<file path="src/rtl/dram_wait_refresh_pkg.sv">
/*
 * package for the dram wait/refresh control block: timing counts and
 * bus status bundle.
 * assumes a single 50 MHz clock; all bus pins arrive asynchronously.
 */
package dram_wait_refresh_pkg;
	localparam int CLK_NS = 20;
	// delayed phase-2 edge after the blocked edge
	localparam int DELAY_NS = 30;
	localparam int DELAY_CYC = (DELAY_NS + CLK_NS - 1) / CLK_NS;
	// busy flag lingers after the cycle resets
	localparam int BUSY_TAIL_NS = 100;
	localparam int BUSY_TAIL_CYC = (BUSY_TAIL_NS + CLK_NS - 1) / CLK_NS;
	// memory / refresh cycle length
	localparam int CYCLE_NS = 520;
	localparam int CYCLE_CYC = (CYCLE_NS + CLK_NS - 1) / CLK_NS;
	// spontaneous refresh interval, low end of 4-6 usec
	localparam int SPONT_US = 4;
	localparam int SPONT_CYC = (SPONT_US * 1000) / CLK_NS;
	localparam int CNT_W = 8;
	localparam int TMR_W = 8;
	localparam logic [CNT_W-1:0] CYCLE_LEN = CNT_W'(CYCLE_CYC);
	localparam logic [CNT_W-1:0] BUSY_TAIL = CNT_W'(BUSY_TAIL_CYC);
	localparam logic [CNT_W-1:0] DELAY_LEN = CNT_W'(DELAY_CYC);
	localparam logic [TMR_W-1:0] SPONT_LEN = TMR_W'(SPONT_CYC);

	typedef struct packed {
		logic phi2;
		logic sync;
		logic sel;
		logic memr;
		logic wo_n;
		logic prot;
		logic store_end;
	} bus_in_t;
endpackage : dram_wait_refresh_pkg

</file>
<file path="src/rtl/refresh_timer.sv">
/*
 * spontaneous refresh timer: counts clock cycles since the last refresh
 * and pulses a trigger; assumes restart/inhibit come from the same clock.
 */
`timescale 1ns/100ps
`default_nettype none
module refresh_timer (
	input wire logic clk,
	input wire logic rst_b,
	input wire logic enable,
	input wire logic restart,
	input wire logic inhibit,
	output logic fire
);
	typedef struct packed {
		logic [dram_wait_refresh_pkg::TMR_W-1:0] cnt;
		logic fire;
	} tmr_t;
	tmr_t st_ff;
	tmr_t nxt_st;

	// counter restarts at every refresh, fires once the interval elapses [RL18] [RL24]
	always_comb begin
		nxt_st = st_ff;
		nxt_st.fire = 1'b0;
		if (restart || !enable) begin
			nxt_st.cnt = '0;
		end else if (st_ff.cnt >= dram_wait_refresh_pkg::SPONT_LEN) begin
			if (!inhibit) begin // blocked while busy or a write is pending [RL19]
				nxt_st.fire = 1'b1;
				nxt_st.cnt = '0;
			end
		end else begin
			nxt_st.cnt = st_ff.cnt + 1'b1;
		end
	end

	// state register
	always_ff @(posedge clk) begin
		if (!rst_b) begin
			st_ff <= '0;
		end else begin
			st_ff <= nxt_st;
		end
	end

	assign fire = st_ff.fire;

	a_fire_blocked: assert property (@(posedge clk) disable iff (!rst_b) // [RL19]
		(inhibit && !restart) |=> !fire)
		else $error("timer fired while inhibited");
endmodule : refresh_timer
`default_nettype wire

</file>
<file path="src/rtl/dram_wait_refresh_control.sv">
/*
 * wait-state and refresh control of a dynamic memory board on a processor
 * bus: wait hold flag, one-wait option, memory/refresh cycle sequencing.
 * assumes bus pins asynchronous to MCLK; the board has no reset of its own,
 * so RST_B only initialises the emulation.
 */
//  Function
// RL1 - ready line follows wait hold; jumper picks line
// RL2 - wait held and selected requests wait
// RL3 - normal refreshes synchronous only, no wait
// RL4 - permit blocks spontaneous refresh; busy blocks too
// RL5 - phi2 fall in sync starts cycle or waits
// RL6 - coincident refresh start sets wait hold
// RL7 - wait hold cleared unless selected or sync
// RL8 - ready pulled low only when selected
// RL9 - busy refresh blocks memory cycle start
// RL10 - blocked cycle sets wait hold after delay
// RL11 - refresh end starts cycle, clears wait hold
// RL12 - processor waits after T2, resumes T3
// RL13 - option jumper holds option flop reset
// RL14 - option flop clocked one clock later
// RL15 - processor samples ready only in T2/wait
// RL16 - option flop reset extended while blocked
// RL17 - refresh lasts as long as refresh active
// RL18 - spontaneous timer restarts, fires after interval
// RL19 - timer disabled by busy or permit cleared
// RL20 - busy end with pending refresh starts refresh
// RL21 - memory read sync end marks refresh pending
// RL22 - write sync end clears refresh permit
// RL23 - busy spans cycle plus tail, blocks starts
// RL24 - timer is clocked counter, synchronized trigger
`timescale 1ns/100ps
`default_nettype none
module dram_wait_refresh_control (
	input wire logic MCLK,
	input wire logic RST_B,
	input wire logic PHI2,
	input wire logic SYNC,
	input wire logic BOARD_SEL,
	input wire logic STAT_MEMR,
	input wire logic STAT_WO_N,
	input wire logic WRITE_PROTECT,
	input wire logic STORE_END,
	input wire logic READY_SELECT_EXT,
	input wire logic WAIT_OPTION,
	input wire logic SPONT_ENABLE,
	output logic PROC_READY_N,
	output logic EXT_READY_N,
	output logic MEMORY_CYCLE,
	output logic REFRESH_ACTIVE,
	output logic TRANSACTION_BUSY,
	output logic WAIT_HOLD
);
	typedef struct packed {
		dram_wait_refresh_pkg::bus_in_t s1;
		dram_wait_refresh_pkg::bus_in_t s2;
		dram_wait_refresh_pkg::bus_in_t s3;
		dram_wait_refresh_pkg::bus_in_t flt;
		logic wait_hold_flag;
		logic memory_cycle;
		logic refresh_active;
		logic spont;
		logic transaction_busy;
		logic scheduled_refresh_n;
		logic refresh_permit;
		logic wait_option_flop;
		logic [dram_wait_refresh_pkg::CNT_W-1:0] cyc_cnt;
		logic [dram_wait_refresh_pkg::CNT_W-1:0] tail_cnt;
		logic [dram_wait_refresh_pkg::CNT_W-1:0] dly_cnt;
		logic dly_arm;
		logic dly_set;
		logic phi2_q;
		logic sync_q;
		logic trig_q;
		logic prdy_n;
		logic xrdy_n;
	} state_t;

	state_t st_ff;
	state_t nxt_st;
	logic timer_fire;
	logic timer_restart;
	logic timer_inhibit;
	dram_wait_refresh_pkg::bus_in_t pins;
	dram_wait_refresh_pkg::bus_in_t bus;

	assign pins = '{phi2: PHI2, sync: SYNC, sel: BOARD_SEL, memr: STAT_MEMR,
		wo_n: STAT_WO_N, prot: WRITE_PROTECT, store_end: STORE_END};

	// a pin change counts only once the second and third stages agree;
	// otherwise the last agreed level stands, so a settling stage is ignored
	logic [$bits(dram_wait_refresh_pkg::bus_in_t)-1:0] agreed;
	for (genvar b = 0; b < $bits(dram_wait_refresh_pkg::bus_in_t); b++) begin : g_agree
		assign agreed[b] = (st_ff.s2[b] == st_ff.s3[b]) ? st_ff.s3[b] : st_ff.flt[b];
	end
	assign bus = agreed;

	// spontaneous refresh timer, restarted while a refresh runs
	assign timer_restart = st_ff.refresh_active;
	assign timer_inhibit = st_ff.transaction_busy || !st_ff.refresh_permit; // [RL4] [RL19]

	refresh_timer u_timer (
		.clk(MCLK),
		.rst_b(RST_B),
		.enable(SPONT_ENABLE),
		.restart(timer_restart),
		.inhibit(timer_inhibit),
		.fire(timer_fire)
	);

	logic phi2_fall;
	logic sync_end;
	logic start_refresh;
	logic want_ready;
	logic opt_wait;

	assign phi2_fall = st_ff.phi2_q && !bus.phi2;
	assign sync_end = st_ff.sync_q && !bus.sync;

	// next-state logic for all flags
	always_comb begin
		nxt_st = st_ff;
		nxt_st.s1 = pins;
		nxt_st.s2 = st_ff.s1;
		nxt_st.s3 = st_ff.s2;
		nxt_st.flt = bus;
		nxt_st.phi2_q = bus.phi2;
		nxt_st.sync_q = bus.sync;
		nxt_st.trig_q = timer_fire; // same-clock stage before trigger is used [RL24]
		start_refresh = 1'b0;

		// memory / refresh cycle length; both reset by the same count [RL17]
		if (st_ff.memory_cycle || st_ff.refresh_active) begin
			if (st_ff.cyc_cnt >= dram_wait_refresh_pkg::CYCLE_LEN - 1'b1) begin
				nxt_st.memory_cycle = 1'b0;
				nxt_st.refresh_active = 1'b0;
				nxt_st.spont = 1'b0;
				nxt_st.cyc_cnt = '0;
				nxt_st.tail_cnt = dram_wait_refresh_pkg::BUSY_TAIL; // [RL23]
			end else begin
				nxt_st.cyc_cnt = st_ff.cyc_cnt + 1'b1;
			end
		end

		// busy tail ends the transaction 100 ns after the cycle [RL23]
		if (!st_ff.memory_cycle && !st_ff.refresh_active && st_ff.transaction_busy) begin
			if (st_ff.tail_cnt <= 1) begin
				nxt_st.transaction_busy = 1'b0;
				// pending synchronous refresh starts as busy ends [RL20] [RL3]
				if (!st_ff.scheduled_refresh_n) begin
					start_refresh = 1'b1;
				end
			end else begin
				nxt_st.tail_cnt = st_ff.tail_cnt - 1'b1;
			end
		end

		// spontaneous trigger, honoured only when idle and permitted [RL4]
		if (st_ff.trig_q && !st_ff.transaction_busy && st_ff.refresh_permit) begin
			start_refresh = 1'b1;
			nxt_st.spont = 1'b1;
			// coincidence: cycle starting at the same instant [RL6]
			if (phi2_fall && bus.sync) begin
				nxt_st.wait_hold_flag = 1'b1;
			end
		end

		if (start_refresh) begin
			nxt_st.refresh_active = 1'b1;
			nxt_st.transaction_busy = 1'b1;
			nxt_st.cyc_cnt = '0;
			nxt_st.scheduled_refresh_n = 1'b1; // one refresh per sync [RL21]
		end

		// phi2 falling in sync: start memory cycle unless busy or a refresh starts [RL5] [RL9] [RL11]
		if (phi2_fall && (bus.sync || st_ff.wait_hold_flag)) begin
			if (!st_ff.transaction_busy && !start_refresh) begin
				nxt_st.memory_cycle = 1'b1;
				nxt_st.transaction_busy = 1'b1;
				nxt_st.cyc_cnt = '0;
				nxt_st.dly_set = 1'b0; // delayed edge will clear wait hold [RL11]
			end else begin
				nxt_st.dly_set = bus.sync; // blocked: delayed edge sets it [RL10]
			end
			nxt_st.dly_arm = 1'b1;
			nxt_st.dly_cnt = dram_wait_refresh_pkg::DELAY_LEN;
		end else if (st_ff.dly_arm) begin
			if (st_ff.dly_cnt <= 1) begin
				nxt_st.dly_arm = 1'b0;
				if (st_ff.dly_set) begin
					nxt_st.wait_hold_flag = 1'b1; // [RL10] [RL5]
				end else if (st_ff.memory_cycle) begin
					nxt_st.wait_hold_flag = 1'b0; // [RL11]
				end
			end else begin
				nxt_st.dly_cnt = st_ff.dly_cnt - 1'b1;
			end
		end

		// held reset unless selected or sync present [RL7]
		if (!bus.sel && !bus.sync) begin
			nxt_st.wait_hold_flag = 1'b0;
		end

		// end of sync marks pending refresh on reads [RL21]
		if (sync_end && bus.memr) begin
			nxt_st.scheduled_refresh_n = 1'b0;
		end
		// end of a selected unprotected write's sync clears permit [RL22]
		if (sync_end && !bus.wo_n && bus.sel && !bus.prot) begin
			nxt_st.refresh_permit = 1'b0;
		end else if (bus.store_end) begin
			nxt_st.refresh_permit = 1'b1;
		end

		// wait option flop: reset in sync or while blocked, clocked on phi2 fall [RL13] [RL14] [RL16]
		if (!WAIT_OPTION) begin
			nxt_st.wait_option_flop = 1'b0;
		end else if (bus.sync || st_ff.wait_hold_flag) begin
			nxt_st.wait_option_flop = 1'b0;
		end else if (phi2_fall) begin
			nxt_st.wait_option_flop = 1'b1;
		end

		// ready line from wait hold, gated by select, routed by jumper [RL1] [RL2] [RL8]
		opt_wait = WAIT_OPTION && !nxt_st.wait_option_flop;
		want_ready = bus.sel && (nxt_st.wait_hold_flag || opt_wait);
		nxt_st.prdy_n = want_ready && !READY_SELECT_EXT;
		nxt_st.xrdy_n = want_ready && READY_SELECT_EXT;
	end

	// single state register
	always_ff @(posedge MCLK) begin
		if (!RST_B) begin
			st_ff <= '0;
			st_ff.refresh_permit <= 1'b1;
			st_ff.scheduled_refresh_n <= 1'b1;
		end else begin
			st_ff <= nxt_st;
		end
	end

	// outputs straight from flops; ready outputs high means pulled low
	assign PROC_READY_N = st_ff.prdy_n;
	assign EXT_READY_N = st_ff.xrdy_n;
	assign MEMORY_CYCLE = st_ff.memory_cycle;
	assign REFRESH_ACTIVE = st_ff.refresh_active;
	assign TRANSACTION_BUSY = st_ff.transaction_busy;
	assign WAIT_HOLD = st_ff.wait_hold_flag;

	// a ready request only ever comes from a selected board
	a_ready_select: assert property (@(posedge MCLK) disable iff (!RST_B) // [RL8]
		(PROC_READY_N || EXT_READY_N) |-> $past(bus.sel))
		else $error("ready without select");

	// the jumper routes the request to one line only
	a_ready_lines: assert property (@(posedge MCLK) disable iff (!RST_B) // [RL1]
		!(PROC_READY_N && EXT_READY_N))
		else $error("both ready lines driven");

	// processor line only with the jumper at processor ready
	a_ready_proc: assert property (@(posedge MCLK) disable iff (!RST_B) // [RL1]
		PROC_READY_N |-> !$past(READY_SELECT_EXT))
		else $error("processor ready on wrong jumper");

	// bus line only with the jumper at external ready
	a_ready_ext: assert property (@(posedge MCLK) disable iff (!RST_B) // [RL1]
		EXT_READY_N |-> $past(READY_SELECT_EXT))
		else $error("external ready on wrong jumper");

	// a held flag on a selected board always shows as a wait request
	a_wait_hold_rdy: assert property (@(posedge MCLK) disable iff (!RST_B) // [RL2]
		(WAIT_HOLD && $past(bus.sel)) |-> (PROC_READY_N || EXT_READY_N))
		else $error("wait hold did not request wait");

	// outside a selected access or sync the flag is held clear
	a_hold_clear: assert property (@(posedge MCLK) disable iff (!RST_B) // [RL7]
		(!bus.sel && !bus.sync) |=> !WAIT_HOLD)
		else $error("wait hold not cleared");

	// busy keeps a memory cycle apart from a refresh
	a_no_overlap: assert property (@(posedge MCLK) disable iff (!RST_B) // [RL9]
		!(MEMORY_CYCLE && REFRESH_ACTIVE))
		else $error("cycle and refresh overlap");

	// a memory cycle never starts while busy
	a_mc_not_busy: assert property (@(posedge MCLK) disable iff (!RST_B) // [RL9] [RL23]
		$rose(MEMORY_CYCLE) |-> !$past(TRANSACTION_BUSY))
		else $error("memory cycle started while busy");

	// a memory cycle starts only from a phase-2 fall
	a_mc_from_fall: assert property (@(posedge MCLK) disable iff (!RST_B) // [RL5]
		$rose(MEMORY_CYCLE) |-> $past(phi2_fall))
		else $error("memory cycle without phase-2 fall");

	// every cycle is covered by busy
	a_busy_cover: assert property (@(posedge MCLK) disable iff (!RST_B) // [RL23]
		(MEMORY_CYCLE || REFRESH_ACTIVE) |-> TRANSACTION_BUSY)
		else $error("cycle without busy");

	// busy lingers a fixed tail after a memory cycle
	a_busy_tail: assert property (@(posedge MCLK) disable iff (!RST_B) // [RL23]
		$fell(MEMORY_CYCLE) |-> TRANSACTION_BUSY [*5])
		else $error("busy tail too short");

	// a refresh stays active for at least 8 clocks once started
	a_refresh_len: assert property (@(posedge MCLK) disable iff (!RST_B) // [RL17]
		$rose(REFRESH_ACTIVE) |-> REFRESH_ACTIVE [*8])
		else $error("refresh too short");

	// with no pending refresh, permit cleared and not busy, no refresh may start
	a_permit_block: assert property (@(posedge MCLK) disable iff (!RST_B) // [RL4]
		(!st_ff.refresh_permit && st_ff.scheduled_refresh_n && !TRANSACTION_BUSY)
		|=> !$rose(REFRESH_ACTIVE))
		else $error("refresh during write setup");

	// a refresh from the idle state needs the permit
	a_spont_permit: assert property (@(posedge MCLK) disable iff (!RST_B) // [RL19] [RL4]
		($rose(REFRESH_ACTIVE) && !$past(TRANSACTION_BUSY)) |-> $past(st_ff.refresh_permit))
		else $error("spontaneous refresh without permit");

	// a selected unprotected write's sync end drops the permit
	a_permit_clear: assert property (@(posedge MCLK) disable iff (!RST_B) // [RL22]
		(sync_end && !bus.wo_n && bus.sel && !bus.prot) |=> !st_ff.refresh_permit)
		else $error("permit not cleared by write");

	// a read's sync end leaves a refresh pending
	a_pend_mark: assert property (@(posedge MCLK) disable iff (!RST_B) // [RL21]
		(sync_end && bus.memr) |=> !st_ff.scheduled_refresh_n)
		else $error("read did not mark refresh pending");

	// a blocked phase-2 fall in sync raises the flag after the delay
	a_blocked_hold: assert property (@(posedge MCLK) disable iff (!RST_B) // [RL10] [RL5]
		(phi2_fall && bus.sync && bus.sel && st_ff.transaction_busy) |-> ##3 WAIT_HOLD)
		else $error("blocked cycle did not set wait hold");

	// with the option jumper, sync holds the option flop reset
	a_option_reset: assert property (@(posedge MCLK) disable iff (!RST_B) // [RL13]
		(WAIT_OPTION && bus.sync) |=> !st_ff.wait_option_flop)
		else $error("option flop not reset");

	// with the option, a selected sync always requests a wait
	a_option_ready: assert property (@(posedge MCLK) disable iff (!RST_B) // [RL13] [RL2]
		(WAIT_OPTION && bus.sel && bus.sync) |=> (PROC_READY_N || EXT_READY_N))
		else $error("option did not request wait");
endmodule : dram_wait_refresh_control
`default_nettype wire

</file>
<file path="config.mk">
export PLATFORM = sky130hd
export DESIGN_NAME = dram_wait_refresh_control
export DESIGN_NICKNAME = d
export VERILOG_FILES = /design/src/rtl/dram_wait_refresh_pkg.sv /design/src/rtl/refresh_timer.sv /design/src/rtl/dram_wait_refresh_control.sv
export SDC_FILE = /design/constraint.sdc
export NUM_CORES = 1
export LEC_CHECK = 0
export ABC_AREA = 1
export BUFFER_PORTS_ARGS = -buffer_cell sky130_fd_sc_hd__buf_2
export CORE_MARGIN = 4
export CORE_UTILIZATION = 30
export CTS_CLUSTER_SIZE = 20
export DETAILED_ROUTE_END_ITERATION = 10
export GPL_ROUTABILITY_DRIVEN = 0
export PLACE_DENSITY_LB_ADDON = 0.25
export SLEW_MARGIN = 5
export SYNTH_ARGS = -nofsm -noshare
export SYNTH_HDL_FRONTEND = slang
export SYNTH_SLANG_ARGS = --single-unit
</file>
<file path="constraint.sdc">
create_clock -name MCLK -period 2.02 [get_ports MCLK]
set_clock_uncertainty 0.05 [all_clocks]
set_input_delay 0.101 -clock MCLK [delete_from_list [all_inputs] [get_ports MCLK]]
set_output_delay 0.101 -clock MCLK [all_outputs]
set_load 0.05 [all_outputs]
</file>
; After elaboration in Yosys (flattened, before gate mapping)
; Cells that the tools add are included.
[totals]
register_bits = 73
out_inout_bits = 6
[classes]
eq_ne = 9
n_addsub = 4
n_mux = 50
magnitude_cmp = 4
bitwise_logic = 3
reduce_logical = 47
[op_table]
columns = cell, count
row1 = $mux 8, 8
row2 = $mux 1, 34
row3 = $logic_and 1x1->1, 18
row4 = $add 8x1->8 const B, 2
row5 = $le 8x1->1 const B, 2
row6 = $mux 16, 1
row7 = $sub 8x1->8 const B, 2
row8 = $logic_not 1->1, 13
row9 = $mux 3, 4
row10 = $reduce_bool 2->1, 5
row11 = $mux 9, 1
row12 = $ge 8x5->1 const B, 1
row13 = $ge 8x8->1 const B, 1
row14 = $eq 1x1->1, 7
row15 = $reduce_and 2->1, 3
row16 = $logic_or 1x1->1, 5
row17 = $mux 2, 2
row18 = $ne 2x2->1 const B, 2
row19 = $reduce_or 2->1, 2
row20 = $not 1->1, 3
row21 = $reduce_or 3->1, 1

; Depth between registers and ports, before layout
[logic_depth]
word_depth = 16
depth_mapped = 11

; Hierarchy
; Synthesis repeated with hierarchy kept, for this count alone.
[hier_totals]
hier_cells = 433
area_unflattened_um2 = 3230.6
[modules_own_cells]
columns = mod, seq_area_each_um2, area_per_inst_um2, instances, cells_per_inst
row1 = dram_wait_refresh_control, 1281.2, 2721.4, 1, 362
row2 = refresh_timer, 180.2, 509.2, 1, 71

; Worst setup path before layout
; No wires, ideal clock.
[synth_path]
kind = reg2reg
start = reg st_ff, in the netlist REFRESH_ACTIVE
end = reg st_ff, in the netlist TRANSACTION_BUSY
path_stages_with_launch = 10
path_buffers = 0
setup_time_ps = 109
t_arrival_ps = 1308
setup_slack_ps = 553
required_time_ps = 1861
path_cell_list = dfxtp_1 nor2_4 nand2_4 nor2_1 nand2_1 nand2_2 nor2_4 nand2_1 nand2_1 inv_1
[synth_between]
elab_chain_len = 9
word_cells_on_any_way = 11
classes_between = 6 x mux / 5 x reduce/logical
[synth_lines]
columns = item, line_no
row1 = start: declaration, dram_wait_refresh_control.sv:79  ; state_t st_ff;
row2 = start signal: assignment, dram_wait_refresh_control.sv:239  ; st_ff <= nxt_st;
row3 = $logic_not 1->1 (*), dram_wait_refresh_control.sv:146  ; if (!st_ff.memory_cycle && !st_ff.refresh_active && st_ff.transaction_busy) begin
row4 = $logic_and 1x1->1 (*) (2 in a row), dram_wait_refresh_control.sv:146
row5 = $mux 1, dram_wait_refresh_control.sv:146
row6 = $mux 1, dram_wait_refresh_control.sv:159  ; if (st_ff.trig_q && !st_ff.transaction_busy && st_ff.refresh_permit) begin
row7 = $logic_not 1->1, dram_wait_refresh_control.sv:177  ; if (!st_ff.transaction_busy && !start_refresh) begin
row8 = $logic_and 1x1->1, dram_wait_refresh_control.sv:177
row9 = $mux 1, dram_wait_refresh_control.sv:177
row10 = $mux 1 (*), dram_wait_refresh_control.sv:176  ; if (phi2_fall && (bus.sync || st_ff.wait_hold_flag)) begin
; Mark *: on every way between the ends. The rest lies on a longest branch, timed or not. The select of a mux whose other input is x is not followed.
; A chain may end at the register's enable or synchronous reset.

; Worst setup path in the final report
[layout_path]
start = reg st_ff[15] in the netlist's numbering
end = reg st_ff[16] in the netlist's numbering
[layout_between]
elab_chain_len = 3
word_cells_on_any_way = 4
classes_between = 1 x add/sub / 1 x order compare / 2 x mux
[layout_lines]
columns = item, line_no
row1 = $sub 8x1->8 or $le 8x1->1 (tied branches), "dram_wait_refresh_control.sv:154, dram_wait_refresh_control.sv:147"
row2 = $mux 8 (*), dram_wait_refresh_control.sv:147  ; if (st_ff.tail_cnt <= 1) begin
row3 = $mux 8 (*), dram_wait_refresh_control.sv:146
; Mark *: on every way between the ends. The rest lies on a longest branch, timed or not.

==> impl_metrics.yaml <==
logic_synthesis:
  yosys.area.top_type: "dfxtp_1"
  syn_nets: 449
  yosysSeqAreaShare_pct: 45.1
  synth_top_area_share_pct: 45.1
  yosys_warnings: 0
  synth_edf_count: 0
  synth_cell_types: 36
  async_flop_share_pct: 0
  ys_top_cells_by_count: "87 x nand2_1, 73 x dfxtp_1, 67 x inv_1"
  postSynthCellCount: 428
  synth.most_common_cell: "nand2_1"
  synth-seq-cells: 73
  mappedNetlistArea_sq_mm: 0.00324
  synthFlopType: "dfxtp_1"
  synth_area_per_cell_sq_um: 7.57
  synth_area_leaders: "dfxtp_1 45%, nand2_1 10%, inv_1 7.8%"
timing:
  finalSetupViolCount: 0
  setup_tns_ns: 0
  finalHoldViolCount: 0
  fin_crit_ns: 1.54
  worst_pin_slew_ns: 0.473
  max_freq_mhz: 650
  rsz0062_at_grt: "no"
  max-slew-margin-rel_pct: 68.4
  finalMaxSlewViolations: 0
  fin_crit_sh_pct: 76.2
die:
  initial_utilization_pct: 31.1
  die_w_microns: 112
  die_h_microns: 112
  num_rows: 37
  dieArea_sq_mm: 0.0125
  core_sq_mm: 0.0104
  ios: 18
finish:
  area.sequential_sq_mm: 0.00146
  drive_gt1_share_pct: 16.9
  fillerInstances: 1107
  nets: 483
  layout.cells.non_filler: 603
  antenna_cells: 0
  areaGrowthSynthToFinish_pct: 15.8
  multiInputGateArea_sq_mm: 0.00146
place:
  placed_cells: 578
  hpwl_microns: 4440
  io_buffers: 17
power:
  pwr-share-clk_pct: 39.2
  totalPowerFinal_mw: 2.55
  combPwrFrac_pct: 3.2
  peakVddDrop_uv: 447
  seqPwrFrac_pct: 57.6
  switching_share_pct: 22.5
  leakage_nw: 1.82
  switchingPower_uw: 574
  internal_power_mw: 1.97
  p_per_area_mw_per_mm2: 679
route:
  drcViolationCount: 0
  vias: 2588
  wl_per_cell_microns: 10.0
  firstDrtPassIters: 4
  wl_microns: 6050
  avgViaCountPerCell: 4.29
  drtIter0Drc: 82
  ant_nets: 0
critical_path:
  arrival_ns: 1.76
  crit_required_ns: 2.24
  r2r_slack_ns: 0.48
  setup.worst_path.start_class: "register"
  crit_type: "reg -> reg"
  cp_max_fo: 7
  endpoint_kind: "register"
status:
  outcome: "complete, no violations"
grt:
  grt_start_max_net_pins: 18
  grt_first_pass_wirelength_microns: 10800
  grt_pass1_vias: 2471
  grt-ovfl-total: 0
  antenna_found_initial: 0
  grt.total_usage_pct: 10.4
clocking:
  clk_latency_ns: 0.34
  cts_sinks: 73
  numCtsBuffers: 9
  htreeDepth: 3
  clk_pin_slew_ns: 0.07
  cts-resized-gates: 0
  root_buffer: "clkbuf_8"
  cts_buffer_depth: 2
  tritoncts: "yes"
min_path:
  hold_class: "in -> reg"
run:
  drv_cap: 0
## metal layers
metal	track usage, %	wire [microns]
met1	13.2	3060
met2	16.6	2750
met3	3.04	171
met4	3.81	71
met5	0	0
## worst paths after layout
check | start | end | cells after the start
max reg2reg | st_ff[15] | st_ff[16] | 8
min reg2reg | nxt_st[54] | nxt_st[47] | 2
min | RST_B | nxt_st[46] | 3
max | st_ff[15] | st_ff[16] | 8
## stage by stage
stage          util, %  setup WS, ns  instance area (sq um)  hold slack (ns)
6_report          36.0         0.481                   3750           0.0449
3_5_place_dp      33.5         0.480                   3490            0.237
2_1_floorplan        -         0.553                   3240            0.149
5_1_grt           36.0         0.276                   3750           0.0554
3_3_place_gp      33.5         0.496                   3490            0.232
4_1_cts           36.0         0.463                   3750           0.0277
## cell families after synthesis
kind of cell,after synthesis,synth area share [%]
AO/OA/AOI/OAI,62,10.7
buffers and inverters,84,9.93
flip-flops,73,45.1
XOR/XNOR,6,1.62
adder cells (fa/ha/maj),10,3.79
AND/OR/NAND/NOR,193,28.9
## cell usage in the layout (no fill, tap or decap), drive strengths merged
cell,n
a31o,1
dfxtp,73
nor3,10
clkbuf,12
nor3b,2
nand2,101
xor2,6
nand3,26
inv,78
o21bai,4
ha,9
o21ai,17
o32ai,1
nand4,5
nor2,45
or2,1
buf,19
maj3,1
clkinvlp,2
o211ai,1
a2bb2oi,1
a21oi,36
dlygate4sd3,9
a31oi,1
nand3b,3
clkinv,3
## sequential cells by signal (all words and copies together), names as in the netlist
name and cells:
st_ff 44, nxt_st 14, u_timer.st_ff 8, EXT_READY_N 1, MEMORY_CYCLE 1, PROC_READY_N 1, REFRESH_ACTIVE 1, TRANSACTION_BUSY 1
WAIT_HOLD 1, u_timer.fire 1
## power groups by stage
stage / registers (mW) / clock network, mW / logic [mW]
2_1_floorplan: 1.50 / 0 / 0.0449
3_3_place_gp: 1.50 / 0 / 0.0686
3_5_place_dp: 1.50 / 0 / 0.0703
4_1_cts: 1.47 / 1.05 / 0.0836
5_1_grt: 1.47 / 1.12 / 0.0960
6_report: 1.47 / 0.999 / 0.0812
## critical path, stage by stage (launching register included)
cell	delay, ns
dfxtp_1	0.33
inv_1	0.08
ha_1	0.23
nor2_1	0.17
nor2_1	0.08
nand3_2	0.09
nand2_4	0.08
or2_1	0.23
a21oi_2	0.12
## layout make-up
cell class	count	share of cell area (%)
Sequential cell	73	38.9
Timing Repair Buffer	28	5.07
Tap cell	136	4.53
Clock buffer	12	3.87
Inverter	79	8.00
Clock inverter	4	0.767
Multi-Input combinational cell	271	38.8
## repair_timing
item / 4_1_cts / 5_1_grt
endpoints found under the hold margin: 9 / 0
hold buffers: 9 / 0
setup buffers: 0 / 0
(Power assumes the default switching activity.)
